`src/dss_params.svh`:
```
// Constants for the drive start sequencer
`ifndef DSS_PARAMS_SVH
`define DSS_PARAMS_SVH
`define DSS_CLK_MHZ 32'h000000fa
// One setting unit of time is 0.1 s
`define DSS_TENTH_S_NS 32'h05f5e100
`define DSS_TENTH_CYC 32'h017d7840
`define DSS_TIME_MAX 16'h03e8
`define DSS_FREQ_MAX 16'h03e8
`define DSS_PCT_MAX 8'h64
`define DSS_RATE_MIN 8'h01
`define DSS_RATE_MAX 8'h64
`define DSS_RATE_DEF 8'h02
`define DSS_RATE_SPAN 8'h64
`define DSS_METH_DIRECT 2'h0
`define DSS_METH_TRACK 2'h1
`define DSS_METH_EXCITE 2'h2
`define DSS_DIR_LOSS 2'h0
`define DSS_DIR_ZERO 2'h1
`define DSS_DIR_MAX 2'h2
`endif

```
`src/dss_pkg.sv`:
```
// Types for the drive start sequencer
package dss_pkg;
  typedef enum logic [2:0] {
    DSS_STANDBY = 3'h0,
    DSS_BRAKE = 3'h1,
    DSS_EXCITE = 3'h3,
    DSS_SEARCH = 3'h2,
    DSS_HOLD = 3'h6,
    DSS_RUN = 3'h7
  } dss_phase_t;
endpackage

```
`src/dss_tick_if.sv`:
```
// Timing tick between sequencer and its divider
`timescale 1ns/1ps
interface dss_tick_if;
  logic tenth;
  logic clear;
  modport src (output tenth, input clear);
  modport snk (input tenth, output clear);
endinterface

```
`src/dss_tick_div.sv`:
```
// Divider giving a one-cycle pulse every 0.1 s
`timescale 1ns/1ps
`include "dss_params.svh"
module dss_tick_div #(
  parameter int TENTH_CYC = `DSS_TENTH_CYC
) (
  input wire logic core_clk,
  input wire logic rstn,
  dss_tick_if.src tk
);
  logic [31:0] cnt;

  // Restart keeps every phase time aligned to its own start
  always_ff @(posedge core_clk or negedge rstn) begin
    if (!rstn) begin
      cnt <= 32'h0;
      tk.tenth <= 1'b0;
    end else if (tk.clear || cnt == 32'(TENTH_CYC - 1)) begin
      cnt <= 32'h0;
      tk.tenth <= !tk.clear;
    end else begin
      cnt <= cnt + 32'h1;
      tk.tenth <= 1'b0;
    end
  end
endmodule

```
`src/dss_seq.sv`:
```
// Start-up sequencer for a motor frequency converter
`timescale 1ns/1ps
`include "dss_params.svh"
module dss_seq
  import dss_pkg::*;
#(
  parameter int TENTH_CYC = `DSS_TENTH_CYC,
  parameter int FW = 16
) (
  input wire logic core_clk,
  input wire logic rstn,
  input wire logic run_cmd,
  input wire logic reversal,
  input wire logic [1:0] start_method_select,
  input wire logic [1:0] search_direction_select,
  input wire logic [7:0] search_rate,
  input wire logic [FW-1:0] launch_frequency,
  input wire logic [15:0] launch_hold_time,
  input wire logic [7:0] brake_excite_current,
  input wire logic [15:0] brake_excite_time,
  input wire logic [FW-1:0] target_frequency,
  input wire logic [FW-1:0] loss_frequency,
  input wire logic [FW-1:0] max_frequency,
  input wire logic speed_match,
  output logic [FW-1:0] out_frequency,
  output logic [7:0] dc_current,
  output logic dc_brake_on,
  output logic excite_on,
  output logic accel_enable,
  output logic [2:0] phase
);
  // One shared tick; each phase restarts it so its time counts from entry
  dss_tick_if tk();
  dss_phase_t state;
  dss_phase_t next_state;
  logic [15:0] tcnt;
  logic [7:0] rate_acc;
  logic start_ok;
  logic search_down;

  dss_tick_div #(.TENTH_CYC(TENTH_CYC)) u_div (
    .core_clk(core_clk),
    .rstn(rstn),
    .tk(tk)
  );

  function automatic logic [15:0] clip_time(input logic [15:0] t);
    clip_time = (t > `DSS_TIME_MAX) ? `DSS_TIME_MAX : t;
  endfunction

  function automatic logic [FW-1:0] clip_freq(input logic [FW-1:0] f);
    clip_freq = (f > FW'(`DSS_FREQ_MAX)) ? FW'(`DSS_FREQ_MAX) : f;
  endfunction

  // Sum is taken one bit wider so a large rate cannot wrap past the span
  function automatic logic step_due(input logic [7:0] acc,
      input logic [7:0] r);
    step_due = ({1'b0, acc} + {1'b0, r}) >= {1'b0, `DSS_RATE_SPAN};
  endfunction

  // Settings are read live, so changing one mid-phase moves its end
  function automatic logic time_up(input logic [15:0] lim);
    time_up = (tcnt + 16'h1) >= clip_time(lim);
  endfunction

  logic [FW-1:0] launch_f;
  logic [7:0] rate;
  logic [7:0] cur_pct;
  assign launch_f = clip_freq(launch_frequency);
  // Out-of-range rate falls back to the safe default
  assign rate = (search_rate < `DSS_RATE_MIN || search_rate > `DSS_RATE_MAX)
    ? `DSS_RATE_DEF : search_rate;
  assign cur_pct = (brake_excite_current > `DSS_PCT_MAX)
    ? `DSS_PCT_MAX : brake_excite_current;
  // Compared against the clipped launch value, as that is what is driven
  assign start_ok = run_cmd && (target_frequency >= launch_f);
  assign search_down = (search_direction_select != `DSS_DIR_ZERO);

  // Hold phase is entered only on a fresh start, never on reversal
  function automatic dss_phase_t after_start(input logic rev);
    after_start = (rev || clip_time(launch_hold_time) == 16'h0)
      ? DSS_RUN : DSS_HOLD;
  endfunction

  // Dropping run_cmd wins over every phase, so a stop is never delayed
  always_comb begin
    next_state = state;
    case (state)
      DSS_STANDBY: begin
        if (start_ok) begin
          case (start_method_select)
            `DSS_METH_DIRECT: next_state =
              (clip_time(brake_excite_time) != 16'h0) ? DSS_BRAKE
              : after_start(reversal);
            `DSS_METH_TRACK: next_state = DSS_SEARCH;
            `DSS_METH_EXCITE: next_state =
              (clip_time(brake_excite_time) != 16'h0) ? DSS_EXCITE
              : after_start(reversal);
            default: next_state = after_start(reversal);
          endcase
        end
      end
      DSS_BRAKE, DSS_EXCITE: begin
        if (tk.tenth && time_up(brake_excite_time))
          next_state = after_start(reversal);
      end
      DSS_SEARCH: begin
        // Ending at 0 or max keeps a search with no match from hanging
        if (speed_match || (search_down && out_frequency == '0) ||
            (!search_down && out_frequency >= max_frequency))
          next_state = DSS_RUN;
      end
      DSS_HOLD: begin
        if (reversal || (tk.tenth && time_up(launch_hold_time)))
          next_state = DSS_RUN;
      end
      DSS_RUN: next_state = DSS_RUN;
      default: next_state = DSS_STANDBY;
    endcase
    if (!start_ok)
      next_state = DSS_STANDBY;
  end

  // Restarting the divider on entry avoids a short first tenth
  assign tk.clear = (next_state != state);

  always_ff @(posedge core_clk or negedge rstn) begin
    if (!rstn)
      state <= DSS_STANDBY;
    else
      state <= next_state;
  end

  // Phase timer in tenths of a second
  always_ff @(posedge core_clk or negedge rstn) begin
    if (!rstn)
      tcnt <= 16'h0;
    else if (next_state != state)
      tcnt <= 16'h0;
    else if (tk.tenth)
      tcnt <= tcnt + 16'h1;
  end

  // Search steps one unit every ceil(100 / rate) tenths; coarse but monotonic
  always_ff @(posedge core_clk or negedge rstn) begin
    if (!rstn)
      rate_acc <= 8'h0;
    else if (state != DSS_SEARCH || tk.clear)
      rate_acc <= 8'h0;
    else if (tk.tenth)
      rate_acc <= step_due(rate_acc, rate) ? 8'h0 : rate_acc + rate;
  end

  always_ff @(posedge core_clk or negedge rstn) begin
    if (!rstn)
      out_frequency <= '0;
    // No frequency while idle or while DC current alone is applied
    else if (next_state == DSS_STANDBY || next_state == DSS_BRAKE ||
             next_state == DSS_EXCITE)
      out_frequency <= '0;
    else if (next_state == DSS_SEARCH && state == DSS_STANDBY) begin
      // Start point is taken once; later the direction only sets the step
      case (search_direction_select)
        `DSS_DIR_LOSS: out_frequency <= loss_frequency;
        `DSS_DIR_ZERO: out_frequency <= '0;
        default: out_frequency <= max_frequency;
      endcase
    end else if (state == DSS_SEARCH && next_state == DSS_SEARCH) begin
      if (tk.tenth && step_due(rate_acc, rate)) begin
        if (search_down)
          out_frequency <= out_frequency - FW'(1);
        else
          out_frequency <= out_frequency + FW'(1);
      end
    end else if (next_state == DSS_HOLD ||
             (next_state == DSS_RUN && state != DSS_RUN &&
              state != DSS_SEARCH))
      out_frequency <= launch_f;
  end

  always_ff @(posedge core_clk or negedge rstn) begin
    if (!rstn) begin
      dc_brake_on <= 1'b0;
      excite_on <= 1'b0;
      dc_current <= 8'h0;
    end else begin
      dc_brake_on <= (next_state == DSS_BRAKE);
      excite_on <= (next_state == DSS_EXCITE);
      // Brake and excite share one current setting
      dc_current <= (next_state == DSS_BRAKE || next_state == DSS_EXCITE)
        ? cur_pct : 8'h0;
    end
  end

  // Acceleration ramp only runs in the run phase, so hold time is excluded
  always_ff @(posedge core_clk or negedge rstn) begin
    if (!rstn) begin
      accel_enable <= 1'b0;
      phase <= 3'h0;
    end else begin
      accel_enable <= (next_state == DSS_RUN);
      phase <= next_state;
    end
  end
endmodule

```
`config.mk`:
```
export PLATFORM = sky130hd
export DESIGN_NAME = dss_seq
export DESIGN_NICKNAME = d
export VERILOG_FILES = /design/src/dss_pkg.sv /design/src/dss_tick_if.sv /design/src/dss_tick_div.sv /design/src/dss_seq.sv
export VERILOG_INCLUDE_DIRS = /design/src /design/src/src
export SDC_FILE = /design/constraint.sdc
export NUM_CORES = 1
export LEC_CHECK = 0
export BUFFER_PORTS_ARGS = -buffer_cell sky130_fd_sc_hd__buf_2
export CAP_MARGIN = 10
export CORE_ASPECT_RATIO = 1.1
export CORE_MARGIN = 1.5
export CORE_UTILIZATION = 40
export CTS_BUF_LIST = sky130_fd_sc_hd__clkbuf_8
export DETAILED_ROUTE_END_ITERATION = 10
export GPL_ROUTABILITY_DRIVEN = 1
export PLACE_DENSITY = 0.66
export SLEW_MARGIN = 30
export SYNTH_ARGS = -nofsm -noshare
export SYNTH_HDL_FRONTEND = slang
export SYNTH_SLANG_ARGS = --single-unit
```
`constraint.sdc`:
```
create_clock -name core_clk -period 3.96 [get_ports core_clk]
set_input_delay 0.792 -clock core_clk [delete_from_list [all_inputs] [get_ports core_clk]]
set_output_delay 0.792 -clock core_clk [all_outputs]
set_load 0.05 [all_outputs]
```
==> Yosys cells after proc, flatten, opt, wreduce, memory -nomap -nowiden <==
Cells that the tools add are included.
{ "totals": {"reg_bits": 87, "latchBits": 0, "ram_bits": 0, "mem_bits_ro": 0, "in_bits": 121, "out_inout_bits": 30, "wordCells": 110, "mem_count": 0} }
{ "op_classes": {"n_addsub": 6, "multipliers": 0, "div": 0, "n_lt_le_gt_ge": 11, "n_eq_ne": 19, "n_shift": 0, "muxes": 29, "bitwise_logic": 0, "reduce_logical": 35} }
{ "op_table": {"columns": ["op", "n"], "rows": [
  ["$mux 16", 11],
  ["$ge 16x16->1", 4],
  ["$gt 16x10->1 const B", 3],
  ["$mux 8", 6],
  ["$add 16x1->16 const B", 2],
  ["$add 32x1->32 const B", 1],
  ["$eq 32x25->1 const B", 1],
  ["$logic_not 16->1", 2],
  ["$mux 32", 1],
  ["$pmux 16 s2", 1],
  ["$mux 3", 6],
  ["$gt 8x7->1 const B", 2],
  ["$reduce_bool 16->1", 1],
  ["$sub 16x1->16 const B", 1],
  ["$pmux 3 s5", 1],
  ["$eq 3x2->1 const B", 4],
  ["$eq 3x3->1 const B", 4],
  ["$logic_or 1x1->1", 11],
  ["$logic_and 1x1->1", 10],
  ["$add 8x8->9", 1],
  ["$ge 9x7->1 const B", 1],
  ["$pmux 3 s3", 1],
  ["$add 8x8->8", 1],
  ["$lt 8x1->1 const B", 1],
  ["other kinds (16)", 23]
]} }

==> Depth between registers and ports, before layout <==
{ "logic_depth": {"word_depth": 17, "depth_mapped": 20, "depth_no_buf": 16} }

==> By module <==
From an unflattened synthesis, not the netlist that was laid out.
{ "hier_totals": {"cells_unflattened": 918, "hier_area_um2": 7893.8} }
{ "by_module_without_submodules": {"columns": ["module", "n_inst", "cells_each", "area_per_inst_um2", "seq_area_each_um2"], "rows": [
  ["dss_seq", 1, 722, 6102.1, 1351.3],
  ["dss_tick_div", 1, 196, 1791.7, 825.8]
]} }

==> Worst setup path before layout <==
Ideal clock, no wire load.
{ "synth_path": {"path_type": "reg2reg", "from": "register tcnt[0]", "to": "register out_frequency[10]", "setup_ns": 0.125, "t_arrival_ns": 4.218, "t_required_ns": 3.835, "setup_slack_ns": -0.384, "stages_incl_launch_ff": 18, "path_buffers": 2, "synth_period_minus_slack_ns": 4.344, "cell_sequence": "dfrtp_1 and3_1 and3_1 and3_1 and3_1 clkbuf_1 nand4_1 xnor2_1 ha_1 a2111oi_0 o21ai_0 a22oi_1 nor3b_4 o311a_4 o2111ai_4 a221oi_4 buf_12 mux2_4"} }
{ "synth_between": {"elab_chain_cells": 13, "word_cells_on_any_way": 29, "cone_classes": "add/sub: 1; order compare: 2; eq/ne: 6; mux: 7; reduce/logical: 13"} }
{ "synth_rtl": {"columns": ["element", "line_no", "rtl"], "rows": [
  ["start: declaration", "dss_seq.sv:36", "logic [15:0] tcnt;"],
  ["start signal: assignment", "dss_seq.sv:141", "tcnt <= tcnt + 16'h1;"],
  ["$add 16x1->16 (*)", "dss_seq.sv:63", "time_up = (tcnt + 16'h1) >= clip_time(lim);"],
  ["$ge 16x16->1", "dss_seq.sv:63", null],
  ["$logic_and 1x1->1", "dss_seq.sv:114", "if (reversal || (tk.tenth && time_up(launch_hold_time)))"],
  ["$logic_or 1x1->1", "dss_seq.sv:114", null],
  ["$mux 3", "dss_seq.sv:114", null],
  ["$pmux 3 s5 (*)", "dss_seq.sv:88", "case (state)"],
  ["$mux 3 (*)", "dss_seq.sv:120", "if (!start_ok)"],
  ["$eq 3x3->1", "dss_seq.sv:176", "(next_state == DSS_RUN && state != DSS_RUN &&"],
  ["$logic_and 1x1->1 (2 in series)", "dss_seq.sv:176", null],
  ["$logic_or 1x1->1", "dss_seq.sv:175", "end else if (next_state == DSS_HOLD ||"],
  ["$reduce_bool 4->1 (no source line)", null, null],
  ["$reduce_and 2->1 (no source line)", null, null],
  ["end signal: assignment", "dss_seq.sv:171", "out_frequency <= out_frequency - FW'(1);"],
  ["end signal: assignment", "dss_seq.sv:173", "out_frequency <= out_frequency + FW'(1);"],
  ["end signal: assignment", "dss_seq.sv:178", "out_frequency <= launch_f;"],
  ["end: declaration", "dss_seq.sv:25", "output logic [FW-1:0] out_frequency,"]
]} }
Every way passes the cells marked *; elsewhere a longest branch is shown, timed or not.
A chain may end at the register's enable or synchronous reset.

==> Final worst setup path <==
{ "layout_path": {"from": "register tcnt[0]", "to": "register out_frequency[3]"} }
The elaborated chain is that of the path after synthesis.

==> impl_metrics.toml <==
[critical_path]
required_ns = 4.24
crit_arrival_ns = 4.36
crit_top_cell = "and3_4"
crit_slowest_cell = "dfrtp_1"
crit_path_end_kind = "flop"
crit_type = "flop to flop"
path_cells = "and3_4 > and3_4 > and3_4 > and3_4 > nand4_1 > xnor2_2 > ha_1 > a2111oi_2 > o21ai_1 > a22oi_1 > nor3b_4 > o311a_4 > o2111ai_4 > a221oi_4 > buf_6 > mux2_4"
start_kind = "flop"
cp_slowest_stage_delay_ns = 0.42
cp_max_fo = 7
reg2reg_slack_ns = -0.12

[die]
rows = 53
core_area_um2 = 19000
die-width_um = 136
initial_core_util_pct = 40.7
io_pins = 151
die_h_um = 149
die_area_um2 = 20200

[route]
route.detailed.drc = 0
drt_iter0_drc = 394
routed_via_density = 5.35
antenna_left = 0
routed_wl_mm = 21.2
vias = 7644
firstDrtPassIters = 5
wl_per_cell_um = 14.8

[place]
io_buffers = 150
hpwl_mm = 16.8
place_congestion = 0.910
place_area_um2 = 9740

[sta]
finalSetupTns_ns = -4.40
grt_setup_unrepaired = "yes"
final_hold_viol_count = 0
fin_crit_ns = 4.08
worst_slew_pin_slew_ns = 0.827
finClkSkew_ns = 0.0123
fin_crit_sh_pct = 103
setup_viol = 59
maxSlewViolCount = 0
slew_headroom_pct = 44.6
fmax_ghz = 0.245
worst_slack_ns = -0.121

[power]
vdd_drop_max_mv = 0.168
power_leakage_nw = 5.10
power_density_nw_per_um2 = 240

[synthesis]
ys.flop_type = "dfrtp_1"
synth_top_area_share_pct = 28.1
seq_area_frac_synth_pct = 28.1
syn_inst = 894
synth_area_leaders = "dfrtp_1 (28%), ha_1 (15%), xor2_1 (5.2%), nor2_1 (4.6%), nand2_1 (3.3%)"
synthesis.area_um2 = 7740
yosys_warnings = 0
yosysTopAreaCell = "dfrtp_1"
synthArstFlopShare_pct = 100
ys_seq_elements = 87
synth_edf_count = 0
syn_avg_cell_area_um2 = 8.66
yosysUniqueCellTypes = 76

[cells_and_area]
antennaDiodeCount = 0
final_util_pct = 53.7
drive_above_1_share_pct = 31.5
nets = 1390
syn_to_final_growth_pct = 31.9
postLayoutCellArea_um2 = 10200

[clock_network]
insertion_delay_ns = 0.39
tritoncts = "done"
clk_pin_slew_ns = 0.10
clock-sinks = 87
numCtsBuffers = 9
cts_max_level = 3
clk_path_buf_depth = 2
clock_tree.root_cell = "clkbuf_8"

[outcome]
violations = "negative setup slack"
status = "finished with violations"

[grt]
grt_pass1_vias = 7387
grt_use_total_pct = 21.3
grt-ovfl-total = 0
grt_max_degree = 69
grt_pass1_wl_mm = 34.6
antenna_found_initial = 0

[worst_hold_path]
hold_path_class = "input port to async pin"

[job]
max_cap_viol_count = 0
==> stage by stage <==
stage | worst slack, ns | total power [W] | instances | hold WS [ns]
2_1_floorplan | -0.173 | 0.00146 | 912 | 0.459
3_3_place_gp | -0.346 | 0.00177 | 1404 | 0.494
3_5_place_dp | -0.477 | 0.00178 | 1404 | 0.505
4_1_cts | -0.140 | 0.00246 | 1427 | 0.518
5_1_grt | -0.354 | 0.00259 | 1428 | 0.416
6_report | -0.121 | 0.00245 | 1428 | 0.373
==> layer usage <==
metal | part of all wire (%) | GRT usage, % | up-vias | wire length (um)
met5 | 0 | 0 | - | 0
met4 | 3.1 | 8.98 | 0 | 653
met3 | 4.6 | 3.43 | 47 | 982
met2 | 50 | 37.7 | 192 | 10500
met1 | 43 | 25.4 | 3570 | 9070
li1 | - | - | 3835 | -
==> power breakdown <==
| part | leakage (nW) | switching (W) | internal, W | total (W) |
|---|---|---|---|---|
| Clock | 0.0970 | 0.000375 | 0.000247 | 0.000622 |
| Combinational | 3.80 | 0.000494 | 0.000384 | 0.000877 |
| Sequential | 1.21 | 0.0000300 | 0.000918 | 0.000948 |
==> cells in the final DEF (no fill, tap or decap), types with 5 or more instances in the layout <==
master    synthesis  final
nand3_1          34     33
buf_6             1      9
nor3_1           43     42
nand2_2           2      6
mux2_4            5     11
or2_2             7      7
o21ai_0          31     29
nand2b_1          5      5
inv_1            34     34
a21oi_1          47     43
nor2b_1           7      7
buf_4             0    127
a21o_1           15     15
a211oi_1         18     17
mux2i_1          12     12
o211ai_1          6      6
nand4_1          17     17
xor2_1           46     46
a22oi_1           7      7
o21a_1            5      5
or3_1             7      6
nor2_1           95     94
a221oi_1         12     11
nand2_1          69     65
nor4_1           15     14
conb_1            2     20
and3_1           25     20
and2_1           12     12
clkbuf_8          3      9
dfrtp_1          87     87
buf_2             6    149
ha_1             91     90
xnor2_1          26     24
a31oi_1           6      5
==> cell families (layout without fill, tap and decap cells) <==
family	count (synthesis)	count (layout)	share of synthesized area [%]
AOI/OAI and AO/OA	185	185	16.7
xor gates and xnor gates	72	72	8.15
adders and majority gates	93	93	15.2
buffers and inverters	68	337	4.25
DFF	87	87	28.1
muxes	23	23	3.39
other	2	20	0.0970
and+or+nand+nor	364	364	24.1
==> final timing paths <==
check / startpoint / endpoint / cells past startpoint
worst max-delay path: tcnt[0]$_DFFE_PN0P_ / out_frequency[3]$_DFFE_PN0P_ / 16
worst min-delay path: rstn / phase[0]$_DFF_PN0_ / 1
worst max register to register: tcnt[0]$_DFFE_PN0P_ / out_frequency[3]$_DFFE_PN0P_ / 16
worst min register to register: u_div.cnt[0]$_DFF_PN0_ / u_div.cnt[0]$_DFF_PN0_ / 1
max in group asynchronous: rstn / rate_acc[7]$_DFFE_PN0P_ / 2
min in group core_clk: u_div.cnt[0]$_DFF_PN0_ / u_div.cnt[0]$_DFF_PN0_ / 1
==> cells in the mapped netlist, types with 5 or more instances <==
cell type,n
or2_2,7
inv_1,34
clkbuf_1,20
xnor2_1,26
and3_1,25
o211ai_1,6
ha_1,91
nor2b_1,7
mux2_2,6
xor2_1,46
mux2i_1,12
nor4_1,15
a21o_1,15
o21ai_0,31
a21oi_1,47
a31oi_1,6
dfrtp_1,87
a211oi_1,18
nand4_1,17
a221oi_1,12
a22oi_1,7
nand2b_1,5
nor3_1,43
nand2_1,69
o21a_1,5
a2111oi_0,5
and2_1,12
buf_2,6
nand3_1,34
nor2_1,95
or3_1,7
mux2_4,5
nor4b_1,7
==> repair_timing <==
| item | CTS | global route |
|---|---|---|
| setup buffers | 5 | 3 |
| gates cloned | 2 | 0 |
| hold buffers | 0 | 0 |
| hold endpoints to repair | 0 | 0 |
| resized for setup | 30 | 20 |
| endpoints found under the setup margin | 75 | 75 |
| pin swaps | 5 | 2 |
==> flip-flops by register name (all words and copies together), names as in the netlist, 3 cells and up <==
name,count
dc_current,8
out_frequency,16
phase,3
rate_acc,8
tcnt,16
u_div.cnt,32
==> critical path: cells and delay by family, from the launching register on <==
kind / cells / cell delay (ns)
AO/OA/AOI/OAI: 6 / 1.32
buffers and inverters: 1 / 0.21
XOR/XNOR: 1 / 0.22
AND/OR/NAND/NOR: 6 / 1.18
adder cells (fa/ha/maj): 1 / 0.29
multiplexers: 1 / 0.32
flip-flops: 1 / 0.42
==> layout make-up <==
type | count | area, um^2
inverter | 34 | 128
clock buffer | 9 | 124
multi-input combinational | 757 | 5560
fill | 1759 | 8820
timing repair buffer | 287 | 1840
sequential | 87 | 2180
clock inverter | 7 | 72.6
tap | 247 | 309
Power figures use the tool's default switching activity.
